[config.mk]
export PLATFORM = sky130hd
export DESIGN_NAME = timer_pwm_dma_unit
export DESIGN_NICKNAME = d
export VERILOG_FILES = /design/src/hdl/timer_unit_pkg.sv /design/src/hdl/timer_pwm_dma_unit.sv
export VERILOG_INCLUDE_DIRS = /design/src /design/src/hdl
export SDC_FILE = /design/constraint.sdc
export NUM_CORES = 1
export LEC_CHECK = 0
export BUFFER_PORTS_ARGS = -buffer_cell sky130_fd_sc_hd__buf_2
export CAP_MARGIN = 20
export CELL_PAD_IN_SITES_DETAIL_PLACEMENT = 2
export CELL_PAD_IN_SITES_GLOBAL_PLACEMENT = 2
export CORE_MARGIN = 2
export CORE_UTILIZATION = 38
export DETAILED_ROUTE_END_ITERATION = 10
export MAX_ROUTING_LAYER = met4
export PLACE_DENSITY = 0.78
export SLEW_MARGIN = 20
export SYNTH_ARGS = -nofsm -noshare
export SYNTH_HDL_FRONTEND = slang
export SYNTH_SLANG_ARGS = --single-unit
[constraint.sdc]
create_clock -name clk -period 3.27 [get_ports clk]
set_input_delay 0.4905 -clock clk [delete_from_list [all_inputs] [get_ports clk]]
set_output_delay 0.4905 -clock clk [all_outputs]
set_load 0.05 [all_outputs]
[src/hdl/timer_unit_consts.svh]
// register offsets, field positions and reset values of the timer unit
`ifndef TIMER_UNIT_CONSTS_SVH
`define TIMER_UNIT_CONSTS_SVH
`define TU_ADDR_W 6
`define TU_OFS_MODE 6'h00
`define TU_OFS_IRQ_EN 6'h04
`define TU_OFS_FLAGS 6'h08
`define TU_OFS_OCCUPANCY 6'h0c
`define TU_OFS_TALLY 6'h10
`define TU_OFS_TERMINAL 6'h14
`define TU_OFS_QUEUE 6'h18
`define TU_OFS_XFER_CTL 6'h1c
`define TU_OFS_XFER_PTR 6'h20
`define TU_OFS_BUF_FIRST 6'h24
`define TU_OFS_BUF_LIMIT 6'h28
`define TU_CNT_W 26
`define TU_ADR_W 14
`define TU_Q_DEPTH 8
`define TU_Q_HALF 4'h4
`define TU_MODE_W 10
`define TU_MODE_RESET 10'h002
`define TU_B_INPUT 0
`define TU_B_FLUSH 1
`define TU_B_RUN 2
`define TU_B_OUT_ON 3
`define TU_B_POLARITY 4
`define TU_B_SUBMODE 5
`define TU_B_EDGE_LO 6
`define TU_B_REP_LO 8
`define TU_F_PERIOD 0
`define TU_F_LEVEL 1
`define TU_F_HALF 2
`define TU_F_XFER 3
`define TU_F_OVERRUN 4
`define TU_X_ON 0
`define TU_X_WRAP 2
`define TU_WORD_STEP 14'h0004
`endif

[src/hdl/timer_unit_pkg.sv]
// types shared by the timer unit
package timer_unit_pkg;
	typedef enum logic [0:0] {
		xfer_idle = 1'b0,
		xfer_wait = 1'b1
	} xfer_state_t;
	typedef enum logic [1:0] {
		edge_none = 2'b00,
		edge_both = 2'b01,
		edge_fall = 2'b10,
		edge_rise = 2'b11
	} edge_sel_t;
endpackage : timer_unit_pkg

[src/hdl/timer_pwm_dma_unit.sv]
// timer, edge counter and pwm generator with duty queue and refill engine
//
// Contract
// - terminal value keeps only its low 26 bits; upper bits ignored.
// - any write to the terminal value clears the current tally.
// - counter only counts up, intervals up to 2^26 clocks.
// - queue entries hold 26 bits; read in input modes, written in timing and pwm modes.
// - timing mode sets period flag when tally equals terminal; write 1 clears.
// - timing period equals clock period times terminal value.
// - counting mode at final count sets flag, zeroes tally, may interrupt.
// - counting mode counts input pin edges chosen by the edge field.
// - flush bit empties queue, clears tally and flags until cleared.
// - active length equals duty; zero gives 0%, terminal gives 100%.
// - polarity bit selects idle high or idle low output.
// - active level adjustable in single clock steps.
// - repeat field 00/01/10/11 reuses a duty for 1/4/8/16 periods.
// - after the repeats the next duty is popped with no gap.
// - waveform reaches the pin only with run and output enable both set.
// - level end and period end set flags and interrupt when enabled.
// - refill engine only on instances with it; control bit 0 enables it.
// - with wrap bit 2 set, reaching the limit reloads the first address.
// - buffer addresses use low 14 bits, word aligned, limit exclusive.
// - transfer pointer steps by 4 bytes per word fetched.
// - each instance drives its own interrupt line.
// - polarity 0 idles low active high; 1 idles high active low.
// - queue holds at most 8 entries; occupancy readable.
// - pwm sets overrun when queue empty, half when below 4; write 1 clears.
// - engine sets completion flag when buffer finishes; write 1 clears.
`timescale 1ns/100ps
`include "timer_unit_consts.svh"

module timer_pwm_dma_unit #(
	parameter bit HAS_XFER = 1'b1
) (
	input wire logic clk,
	input wire logic resetn,
	input wire logic [`TU_ADDR_W-1:0] reg_addr,
	input wire logic [31:0] reg_wdata,
	input wire logic reg_wr,
	input wire logic reg_rd,
	output logic [31:0] reg_rdata,
	input wire logic count_pin_in,
	output logic wave_pin_out,
	output logic wave_pin_oe,
	output logic mem_rd,
	output logic [`TU_ADR_W-1:0] mem_addr,
	input wire logic mem_valid,
	input wire logic [31:0] mem_rdata,
	output logic irq
);
	logic [`TU_MODE_W-1:0] mode_control;
	logic [4:0] irq_enable_register;
	logic [4:0] flag_register;
	logic [`TU_CNT_W-1:0] current_tally;
	logic [`TU_CNT_W-1:0] terminal_value;
	logic [2:0] transfer_control;
	logic [`TU_ADR_W-1:0] transfer_pointer;
	logic [`TU_ADR_W-1:0] buffer_first;
	logic [`TU_ADR_W-1:0] buffer_limit;
	logic [`TU_CNT_W-1:0] queue_mem [`TU_Q_DEPTH];
	logic [2:0] q_wr_ptr;
	logic [2:0] q_rd_ptr;
	logic [3:0] queue_occupancy;
	logic [`TU_CNT_W-1:0] duty;
	logic duty_valid;
	logic [3:0] rep_cnt;
	logic [3:0] rep_limit;
	logic pin_s1, pin_s2, pin_s3, pin_stable;
	logic xfer_stopped;
	timer_unit_pkg::xfer_state_t xfer_state;
	timer_unit_pkg::edge_sel_t edge_sel;

	logic input_mode, flush, run, out_on, polarity, count_mode, pwm_mode;
	logic wr_mode, wr_irq_en, wr_flags, wr_term, wr_queue, wr_xctl, wr_first, wr_limit;
	logic rd_queue;
	logic q_full, q_empty, q_push, q_pop;
	logic [`TU_CNT_W-1:0] q_push_data;
	logic pin_rise, pin_fall, count_edge;
	logic period_hit, count_hit, level_hit, rep_done, load_now, overrun_hit;
	logic xfer_push, xfer_last, xfer_issue;
	logic [`TU_ADR_W-1:0] next_pointer;
	logic [4:0] flag_set;
	logic active_level;

	assign input_mode = mode_control[`TU_B_INPUT];
	assign flush = mode_control[`TU_B_FLUSH];
	assign run = mode_control[`TU_B_RUN] && !flush;
	assign out_on = mode_control[`TU_B_OUT_ON];
	assign polarity = mode_control[`TU_B_POLARITY];
	assign count_mode = input_mode && mode_control[`TU_B_SUBMODE];
	assign pwm_mode = !input_mode && out_on;
	assign edge_sel = timer_unit_pkg::edge_sel_t'(mode_control[`TU_B_EDGE_LO +: 2]);

	assign wr_mode = reg_wr && reg_addr == `TU_OFS_MODE;
	assign wr_irq_en = reg_wr && reg_addr == `TU_OFS_IRQ_EN;
	assign wr_flags = reg_wr && reg_addr == `TU_OFS_FLAGS;
	assign wr_term = reg_wr && reg_addr == `TU_OFS_TERMINAL;
	assign wr_queue = reg_wr && reg_addr == `TU_OFS_QUEUE;
	assign wr_xctl = HAS_XFER && reg_wr && reg_addr == `TU_OFS_XFER_CTL;
	assign wr_first = HAS_XFER && reg_wr && reg_addr == `TU_OFS_BUF_FIRST;
	assign wr_limit = HAS_XFER && reg_wr && reg_addr == `TU_OFS_BUF_LIMIT;
	assign rd_queue = reg_rd && reg_addr == `TU_OFS_QUEUE;

	// control registers
	always_ff @(posedge clk or negedge resetn) begin
		if (!resetn) begin
			mode_control <= `TU_MODE_RESET;
			irq_enable_register <= 5'h00;
			terminal_value <= 26'h0000000;
		end else begin
			if (wr_mode)
				mode_control <= reg_wdata[`TU_MODE_W-1:0];
			if (wr_irq_en)
				irq_enable_register <= reg_wdata[4:0];
			if (wr_term)
				terminal_value <= reg_wdata[`TU_CNT_W-1:0];
		end
	end

	// pin synchroniser, change accepted when second and third stages agree
	always_ff @(posedge clk or negedge resetn) begin
		if (!resetn) begin
			pin_s1 <= 1'b0;
			pin_s2 <= 1'b0;
			pin_s3 <= 1'b0;
			pin_stable <= 1'b0;
		end else begin
			pin_s1 <= count_pin_in;
			pin_s2 <= pin_s1;
			pin_s3 <= pin_s2;
			if (pin_s2 == pin_s3)
				pin_stable <= pin_s3;
		end
	end

	assign pin_rise = pin_s2 == pin_s3 && pin_s3 && !pin_stable;
	assign pin_fall = pin_s2 == pin_s3 && !pin_s3 && pin_stable;

	always_comb begin
		case (edge_sel)
			timer_unit_pkg::edge_both: count_edge = pin_rise || pin_fall;
			timer_unit_pkg::edge_fall: count_edge = pin_fall;
			timer_unit_pkg::edge_rise: count_edge = pin_rise;
			default: count_edge = 1'b0;
		endcase
	end

	assign period_hit = run && !input_mode && current_tally == terminal_value;
	assign count_hit = run && count_mode && count_edge
		&& current_tally == terminal_value + 26'h0000001;

	// tally: timing and pwm run 1..terminal, counting runs 0..terminal+1 and wraps on the next edge
	always_ff @(posedge clk or negedge resetn) begin
		if (!resetn)
			current_tally <= 26'h0000000;
		else if (flush || wr_term)
			current_tally <= 26'h0000000;
		else if (run && !input_mode)
			current_tally <= period_hit ? 26'h0000001 : current_tally + 26'h0000001;
		else if (run && count_mode && count_edge)
			current_tally <= count_hit ? 26'h0000000 : current_tally + 26'h0000001;
	end

	// duty queue
	assign q_full = queue_occupancy == 4'(`TU_Q_DEPTH);
	assign q_empty = queue_occupancy == 4'h0;
	assign q_push_data = xfer_push ? mem_rdata[`TU_CNT_W-1:0] : reg_wdata[`TU_CNT_W-1:0];
	assign q_push = !flush && !q_full && (xfer_push || (wr_queue && !input_mode));
	assign q_pop = !flush && !q_empty && (load_now || (rd_queue && input_mode));

	always_ff @(posedge clk) begin
		if (q_push)
			queue_mem[q_wr_ptr] <= q_push_data;
	end

	always_ff @(posedge clk or negedge resetn) begin
		if (!resetn) begin
			q_wr_ptr <= 3'h0;
			q_rd_ptr <= 3'h0;
			queue_occupancy <= 4'h0;
		end else if (flush) begin
			q_wr_ptr <= 3'h0;
			q_rd_ptr <= 3'h0;
			queue_occupancy <= 4'h0;
		end else begin
			if (q_push)
				q_wr_ptr <= q_wr_ptr + 3'h1;
			if (q_pop)
				q_rd_ptr <= q_rd_ptr + 3'h1;
			queue_occupancy <= queue_occupancy + 4'(q_push) - 4'(q_pop);
		end
	end

	// pwm duty and repeat handling
	always_comb begin
		case (mode_control[`TU_B_REP_LO +: 2])
			2'b00: rep_limit = 4'h0;
			2'b01: rep_limit = 4'h3;
			2'b10: rep_limit = 4'h7;
			default: rep_limit = 4'hf;
		endcase
	end

	assign rep_done = !duty_valid || rep_cnt >= rep_limit;
	assign load_now = pwm_mode && ((period_hit && rep_done) || (!duty_valid && !q_empty));
	assign overrun_hit = pwm_mode && period_hit && rep_done && q_empty;
	assign level_hit = pwm_mode && run && duty_valid && duty != 26'h0000000
		&& current_tally == duty;

	always_ff @(posedge clk or negedge resetn) begin
		if (!resetn) begin
			duty <= 26'h0000000;
			duty_valid <= 1'b0;
			rep_cnt <= 4'h0;
		end else if (flush) begin
			duty_valid <= 1'b0;
			rep_cnt <= 4'h0;
		end else begin
			if (load_now && !q_empty) begin
				duty <= queue_mem[q_rd_ptr];
				duty_valid <= 1'b1;
			end
			if (period_hit && pwm_mode)
				rep_cnt <= rep_done ? 4'h0 : rep_cnt + 4'h1;
		end
	end

	// active while tally in 1..duty, so one clock per duty step
	assign active_level = run && duty_valid && current_tally != 26'h0000000
		&& current_tally <= duty;

	always_ff @(posedge clk or negedge resetn) begin
		if (!resetn) begin
			wave_pin_out <= 1'b0;
			wave_pin_oe <= 1'b0;
		end else begin
			wave_pin_out <= (pwm_mode && run && active_level) ? !polarity : polarity;
			wave_pin_oe <= !input_mode && out_on;
		end
	end

	// flags: hardware set wins over software clear
	assign flag_set = {overrun_hit,
		xfer_push && xfer_last,
		pwm_mode && queue_occupancy < `TU_Q_HALF,
		level_hit,
		period_hit || count_hit};

	always_ff @(posedge clk or negedge resetn) begin
		if (!resetn)
			flag_register <= 5'h00;
		else if (flush)
			flag_register <= 5'h00;
		else
			flag_register <= (flag_register & ~(wr_flags ? reg_wdata[4:0] : 5'h00)) | flag_set;
	end

	assign irq = |(flag_register & irq_enable_register);

	// refill engine
	assign next_pointer = transfer_pointer + `TU_WORD_STEP;
	assign xfer_last = next_pointer == buffer_limit;
	assign xfer_push = HAS_XFER && xfer_state == timer_unit_pkg::xfer_wait && mem_valid;
	assign xfer_issue = HAS_XFER && transfer_control[`TU_X_ON] && !xfer_stopped && !flush
		&& xfer_state == timer_unit_pkg::xfer_idle && !wr_xctl
		&& !q_full && transfer_pointer != buffer_limit;

	always_ff @(posedge clk or negedge resetn) begin
		if (!resetn) begin
			transfer_control <= 3'h0;
			buffer_first <= 14'h0000;
			buffer_limit <= 14'h0000;
		end else begin
			if (wr_xctl)
				transfer_control <= {reg_wdata[`TU_X_WRAP], 1'b0, reg_wdata[`TU_X_ON]};
			if (wr_first)
				buffer_first <= {reg_wdata[`TU_ADR_W-1:2], 2'b00};
			if (wr_limit)
				buffer_limit <= {reg_wdata[`TU_ADR_W-1:2], 2'b00};
		end
	end

	always_ff @(posedge clk or negedge resetn) begin
		if (!resetn) begin
			xfer_state <= timer_unit_pkg::xfer_idle;
			transfer_pointer <= 14'h0000;
			xfer_stopped <= 1'b0;
			mem_rd <= 1'b0;
			mem_addr <= 14'h0000;
		end else begin
			mem_rd <= 1'b0;
			if (wr_xctl && reg_wdata[`TU_X_ON]) begin
				transfer_pointer <= buffer_first;
				xfer_stopped <= 1'b0;
			end
			case (xfer_state)
				timer_unit_pkg::xfer_idle: begin
					if (xfer_issue) begin
						mem_rd <= 1'b1;
						mem_addr <= transfer_pointer;
						xfer_state <= timer_unit_pkg::xfer_wait;
					end
				end
				timer_unit_pkg::xfer_wait: begin
					if (mem_valid) begin
						xfer_state <= timer_unit_pkg::xfer_idle;
						if (!xfer_last)
							transfer_pointer <= next_pointer;
						else if (transfer_control[`TU_X_WRAP])
							transfer_pointer <= buffer_first;
						else begin
							transfer_pointer <= next_pointer;
							xfer_stopped <= 1'b1;
						end
					end
				end
				default: xfer_state <= timer_unit_pkg::xfer_idle;
			endcase
		end
	end

	// read port, data one cycle after the strobe; queue read in input modes pops
	always_ff @(posedge clk or negedge resetn) begin
		if (!resetn)
			reg_rdata <= 32'h00000000;
		else if (reg_rd) begin
			case (reg_addr)
				`TU_OFS_MODE: reg_rdata <= {22'h000000, mode_control};
				`TU_OFS_IRQ_EN: reg_rdata <= {27'h0000000, irq_enable_register};
				`TU_OFS_FLAGS: reg_rdata <= {27'h0000000, flag_register};
				`TU_OFS_OCCUPANCY: reg_rdata <= {28'h0000000, queue_occupancy};
				`TU_OFS_TALLY: reg_rdata <= {6'h00, current_tally};
				`TU_OFS_TERMINAL: reg_rdata <= {6'h00, terminal_value};
				`TU_OFS_QUEUE: reg_rdata <= {6'h00, q_empty ? 26'h0000000 : queue_mem[q_rd_ptr]};
				`TU_OFS_XFER_CTL: reg_rdata <= {29'h00000000, transfer_control};
				`TU_OFS_XFER_PTR: reg_rdata <= {18'h00000, transfer_pointer};
				`TU_OFS_BUF_FIRST: reg_rdata <= {18'h00000, buffer_first};
				`TU_OFS_BUF_LIMIT: reg_rdata <= {18'h00000, buffer_limit};
				default: reg_rdata <= 32'h00000000;
			endcase
		end else
			reg_rdata <= 32'h00000000;
	end
endmodule : timer_pwm_dma_unit

==> metrics.cfg, run 1 <==
[status]
run_status = finished clean

[yosys]
syn_inst = 1660
synth_cell_type_count = 87
syn_area_mm2 = 0.0203
yosys_warnings = 0
ys_ff_latch = 410
yosysMostFrequentCell = edfxtp_1
synth_top_area_share_pct = 30.8
ys_top_cells_by_area = edfxtp_1 31%, dfrtp_1 25%, mux4_2 5.9%
synth-edff-count = 208
synthTopCellsByCount = 208 x edfxtp_1, 201 x dfrtp_1, 193 x nand2_1
synthArstFlopShare_pct = 49.3
syn_area_per_cell_um2 = 12.2
synth_top_area_cell = edfxtp_1
seq_area_frac_synth_pct = 55.8
ys.flop_type = edfxtp_1

[worst_setup_path]
path_class = flip-flop to flip-flop
critPathSlowestCell = or4_4
r2r_slack_ns = 0.07
critical_path.endpoint_type = flip-flop
cpPeakStageDelay_ns = 0.47
crit_fanout = 4
path_buf_inv = 2
cp.required_ns = 3.72
cp-start-kind = flip-flop
crit_cells = 15
timing.rr.end = queue_occupancy[3]$_DFF_PN0_
crit_chain = xnor2_1 -> buf_4 -> nand4b_1 -> or3_4 -> or4_4 -> o21ai_4 -> nand2_2 -> o21ai_2 -> ha_1 -> inv_1 -> ha_1 -> a21o_1 -> a21oi_2 -> xnor2_1 -> nor2_1
path_delay_family = simple AND/OR/NAND/NOR gates
regToRegStartpoint = current_tally[25]$_DFFE_PN0P_
arrival_ns = 3.65
r2r_cells = 15

[timing]
maxSlewViolCount = 0
finalCritPeriodShare_pct = 97.7
period_needed_ns = 3.20
worst_slew_pin_slew_ns = 1.19
finalSetupViolCount = 0
max_slew_margin_pct = 21.0
worst_slack_ns = 0.0746
finalHoldViolCount = 0
fin_skew_ns = 0.0323
max_freq_mhz = 313
rsz0062_at_grt = true

[final_layout]
fillCellCount = 5165
final_cell_area_mm2 = 0.0239
nets = 1963
seqCellArea_mm2 = 0.0113
multiInputGateArea_mm2 = 0.00832
fin_cells = 2565
syn2layout_area_growth_pct = 18.1
drive_gt1_share_pct = 27.8

[clocking]
cts_tree = yes
cts_buffers = 47
cts.htree.levels = 2
clkTransAtPathRegs_ns = 0.06
numClockSinks = 410
clockBufferDepth = 3
cts_root_buf = clkbuf_16
clk_latency_ns = 0.61

[global_routing]
first_global_vias = 16700
grt_use_total_pct = 27.3
antenna_found_initial = 3
grt_overflow = 0
grt_max_degree = 70
grt_pass1_wl_um = 110000

[worst_hold_path]
min-delay-start = count_pin_in
hold_depth = 1
hold_class = input port to flip-flop
holdPathEnd = pin_s1$_DFF_PN0_

[routing]
dr.pass1.iters = 7
wirelength_um = 73400
drt_iter0_markers = 1275
wl_per_cell_um = 28.6
via_count = 15000
drt-vias-per-instance = 5.87
ant_nets = 0
drc = 0

[pwr]
p_per_area_mw_per_mm2 = 730
power.ir.vdd_worst_v = 0.000568
p_leak_nw = 9.62

[placed_design]
place_inst = 2476
gp_congestion = 0.879
post-dp-hpwl_um = 52300
port_buffers = 107
place_ws_ns = -0.145
placed_cell_area_mm2 = 0.0223

[floorplanning]
start_util_pct = 38.5
die_area_mm2 = 0.0552
die_h_um = 235
core_mm2 = 0.0527
io_pins = 126
fp-row-count = 84
dieWidth_um = 235

[job]
maxCapViolCount = 0

power by group:
| part | internal, W | switching, W |
|---|---|---|
| Clock | 0.00299 | 0.00222 |
| Sequential | 0.00614 | 0.000722 |
| Combinational | 0.00220 | 0.00321 |
| Total | 0.0113 | 0.00615 |
worst max-delay path by stage:
stage / startpoint / endpoint / slack (ns)
2_1_floorplan: reg_addr[3] / queue_mem[2][0]$_DFFE_PP_ / -0.09
3_3_place_gp: terminal_value[9]$_DFFE_PN0P_ / queue_occupancy[1]$_DFF_PN0_ / -0.07
3_5_place_dp: terminal_value[9]$_DFFE_PN0P_ / queue_occupancy[1]$_DFF_PN0_ / -0.15
4_1_cts: mode_control[9]$_DFFE_PN0P_ / queue_occupancy[1]$_DFF_PN0_ / 0.003
5_1_grt: current_tally[25]$_DFFE_PN0P_ / queue_occupancy[3]$_DFF_PN0_ / -0.08
6_report: current_tally[25]$_DFFE_PN0P_ / queue_occupancy[3]$_DFF_PN0_ / 0.07
per-layer routing:
| layer | wire, um | up-vias | GRT usage (%) |
|---|---|---|---|
| li1 | - | 6517 | - |
| met2 | 36300 | 439 | 44.7 |
| met3 | 3720 | 138 | 4.51 |
| met4 | 2280 | 0 | 8.15 |
| met5 | 0 | - | - |
| met1 | 31100 | 7950 | 34.8 |
what timing repair did:
item / 4_1_cts / 5_1_grt
resized for setup: 10 / 10
buffers inserted: 1 / 2
setup endpoints to repair: 3 / 8
gates cloned: 0 / 0
pin swaps: 4 / 2
hold buffers: 1 / 0
endpoints found under the hold margin: 65 / 0
sequential cells by signal, indices dropped and copies added, names as in the netlist, 2 cells and up:
name and cells:
rep_cnt 4, flag_register 5, current_tally 26, transfer_pointer 14
q_rd_ptr 3, mem_addr 14, queue_mem 208, duty 26
q_wr_ptr 3, buffer_first 12, irq_enable_register 5, reg_rdata 26
transfer_control 2, terminal_value 26, mode_control 10, buffer_limit 12
queue_occupancy 4
worst reg2reg max path, cell delays in order, from the launching register on:
cell and delay (ns):
dfrtp_1 0.39, xnor2_1 0.17, buf_4 0.15, nand4b_1 0.11, or3_4 0.35, or4_4 0.47, o21ai_4 0.17, nand2_2 0.09
o21ai_2 0.08, ha_1 0.18, inv_1 0.07, ha_1 0.27, a21o_1 0.17, a21oi_2 0.17, xnor2_1 0.15, nor2_1 0.06
metrics by stage:
step                      power, W  util (%)  hold WS [ns]  setup TNS [ns]
after global placement      0.0118      42.3         0.337          -0.141
after floorplan             0.0101         -         0.195           -4.95
after CTS                   0.0175      45.3        0.0273               0
final                       0.0175      45.5        0.0541               0
after global routing        0.0183      45.5        0.0354          -0.139
after detailed placement    0.0122      42.3         0.346          -0.337
cell type report:
class / count / area share [%]
Clock buffer: 63 / 5.33
Clock inverter: 20 / 0.967
Inverter: 71 / 1.12
Multi-Input combinational cell: 1072 / 34.7
Timing Repair Buffer: 239 / 7.00
Tap cell: 688 / 3.60
Sequential cell: 410 / 47.2
Antenna cell: 2 / 0.0209
cells by family after synthesis:
kind of cell	count (synthesis)	synth area share, %
compound gates	272	9.52
xor+xnor	69	2.98
fa+ha+maj	46	2.88
buf+inv	183	4.10
flops	410	55.8
mux	173	12.6
other cells	1	0.0185
simple gates	506	12.2
cells in the final DEF (no fill, tap or decap), types with 7 or more instances in the layout:
master | synthesis | final
clkinv_2 | 1 | 8
mux4_2 | 53 | 53
nor3_1 | 29 | 25
buf_4 | 10 | 120
a21oi_1 | 55 | 54
edfxtp_1 | 208 | 208
xor2_1 | 28 | 28
xnor2_1 | 41 | 37
nor2_2 | 0 | 7
nand4_1 | 27 | 27
buf_12 | 0 | 11
nand2b_1 | 13 | 13
buf_2 | 18 | 106
a31oi_1 | 24 | 24
nor2_1 | 103 | 96
nor4_1 | 20 | 18
a22oi_1 | 8 | 8
mux2_2 | 99 | 99
nand2_1 | 193 | 192
and2_1 | 14 | 13
a21o_1 | 12 | 12
nand3_1 | 36 | 35
a222oi_1 | 22 | 22
a221oi_1 | 9 | 9
and3_1 | 9 | 9
clkbuf_1 | 67 | 12
o22ai_1 | 8 | 8
o21ai_0 | 55 | 54
nand3b_1 | 7 | 7
mux2i_1 | 15 | 15
a22o_1 | 9 | 9
nor2b_1 | 9 | 9
ha_1 | 45 | 44
and4_1 | 7 | 7
inv_1 | 69 | 68
dfrtp_1 | 201 | 198
clkbuf_16 | 0 | 47
Power figures use the tool's default switching activity.
==> run 2, diff against run 1 <==
BUFFER_PORTS_ARGS = -buffer_cell sky130_fd_sc_hd__buf_4   (was -buffer_cell sky130_fd_sc_hd__buf_2)
GPL_TIMING_DRIVEN = 0   (was default)
==> run 2 against run 1 <==
The flow now finishes with violations (negative setup slack). Combinational power grew 5.7%. Utilization grew 1.3 points. Wire length grew 5.7%. Global-route usage grew 1.3 points. Fmax shrank 5.6%. Final cell count grew 1.1%. First-iteration DRC count grew 3.2%. Count of clock-buffer cells in the layout shrank 3. Sequential cell count is the same. Non-clock buffer count grew 23. Final area grew 2.9%. Critical path depth shrank 2. Critical path type unchanged. Critical endpoint is now queue_occupancy[1]$_DFF_PN0_. Largest power group unchanged. Highest routed layer unchanged.
==> metrics.cfg, run 2 (synthesis results as in run 1) <==
[status]
violations = negative setup slack
run_status = finished with violations

[worst_setup_path]
critical_path.endpoint_type = flip-flop
cp-start-kind = flip-flop
cp.required_ns = 3.74
arrival_ns = 3.85
path_class = flip-flop to flip-flop
r2r_slack_ns = -0.12
crit_fanout = 2

[timing]
fin_skew_ns = 0.0237
max_slew_margin_pct = 25.6
finalCritPeriodShare_pct = 104
rsz0062_at_grt = true
period_needed_ns = 3.39
max_freq_mhz = 295
fin_hold_ws_ns = 0.123
maxSlewViolCount = 0
worst_slack_ns = -0.117
finalHoldViolCount = 0
finalSetupViolCount = 3
setup_tns_ns = -0.225
worst_slew_pin_slew_ns = 1.11

[pwr]
p_leak_nw = 9.72
power_w = 0.0182
power.ir.vdd_worst_v = 0.000406
p_per_area_mw_per_mm2 = 740

[final_layout]
fin_cells = 2592
final_common_cell = edfxtp_1
final_cell_area_mm2 = 0.0246
mostFrequentLayoutCells = 208 x edfxtp_1, 191 x nand2_1, 181 x dfrtp_1
nets = 1987
drive_gt1_share_pct = 28.3
fillCellCount = 5074
syn2layout_area_growth_pct = 21.6
top_register = queue_mem
largest_reg_flops = 208

[placed_design]
gp_congestion = 0.891
placed_cell_area_mm2 = 0.0223
place_inst = 2472
port_buffers = 107
post-dp-hpwl_um = 54400

[clocking]
clk_latency_ns = 0.62
numClockSinks = 410
clkTransAtPathRegs_ns = 0.07
clockBufferDepth = 3
cts.htree.levels = 2
cts_tree = yes
cts_buffers = 48
cts_root_buf = clkbuf_16

[global_routing]
first_global_vias = 16800
grt_pass1_wl_um = 114000
grt_max_degree = 92
grt_overflow = 0
antenna_found_initial = 1
grt_use_total_pct = 28.6

[routing]
drc = 0
wirelength_um = 77600
drt_iter0_markers = 1316
ant_nets = 0
via_count = 15500
wl_per_cell_um = 29.9
drt-vias-per-instance = 5.96
dr.pass1.iters = 6

[floorplanning]
start_util_pct = 38.5
die_area_mm2 = 0.0552
io_pins = 126
die_h_um = 235
core_mm2 = 0.0527
fp-row-count = 84
dieWidth_um = 235

[worst_hold_path]
hold_class = input port to flip-flop

[job]
maxCapViolCount = 0

## run 2: layer usage
| layer | global-route usage, % | vias to the layer above | wire length, um |
|---|---|---|---|
| met1 | 36.0 | 8178 | 32300 |
| li1 | - | 6577 | - |
| met4 | 10.1 | 0 | 2920 |
| met2 | 46.3 | 536 | 37800 |
| met5 | - | - | 0 |
| met3 | 5.33 | 163 | 4490 |
## run 2: what timing repair did
| action | in CTS | in global routing |
|---|---|---|
| setup buffers | 21 | 17 |
| hold buffers | 2 | 0 |
| gates resized for setup | 61 | 54 |
| endpoints found under the setup margin | 277 | 153 |
| pin swaps | 14 | 17 |
| hold endpoints to repair | 36 | 0 |
## run 2: critical path, cell delays in order (launching register included)
cell and delay, ns:
dfrtp_1 0.39, buf_6 0.15, xor2_4 0.15, nand4b_1 0.17
or3_1 0.39, or4_4 0.60, o21ai_4 0.19, nand2_2 0.11
o21ai_4 0.13, ha_4 0.23, inv_4 0.06, ha_4 0.13
fa_2 0.42, nor2b_4 0.13
## run 2: final timing paths
check                                               from                              to  cells past startpoint
setup / recovery           current_tally[15]$_DFFE_PN0P_    queue_occupancy[1]$_DFF_PN0_                     13
hold / removal                             reg_wdata[18]  terminal_value[18]$_DFFE_PN0P_                      2
setup reg to reg           current_tally[15]$_DFFE_PN0P_    queue_occupancy[1]$_DFF_PN0_                     13
hold reg to reg                         pin_s1$_DFF_PN0_                pin_s2$_DFF_PN0_                      0
max in group asynchronous                         resetn   transfer_pointer[3]$_DFF_PN0_                      4
min in group asynchronous                         resetn   current_tally[19]$_DFFE_PN0P_                      2
## run 2: final cells by class
type	count	area (um2)	area share [%]
Timing Repair Buffer	159	1400	5.68
Inverter	71	273	1.11
Tap cell	688	861	3.49
Multi-Input combinational cell	1072	8570	34.8
Clock inverter	26	347	1.41
Clock buffer	60	1270	5.14
Buffer	103	593	2.41
Sequential cell	410	11300	46.0
Antenna cell	3	7.51	0.0305
## run 2: report_power, final
| group | internal [W] | leakage [nW] | switching, W |
|---|---|---|---|
| Sequential | 0.00615 | 4.45 | 0.000731 |
| Clock | 0.00331 | 0.783 | 0.00232 |
| Combinational | 0.00231 | 4.49 | 0.00341 |
## run 2: metrics by stage
stage / setup WS (ns) / util [%]
2_1_floorplan: -0.0914 / -
3_3_place_gp: -2.25 / 41.7
3_5_place_dp: -1.06 / 42.3
4_1_cts: -0.139 / 46.2
5_1_grt: -0.225 / 46.8
6_report: -0.117 / 46.8
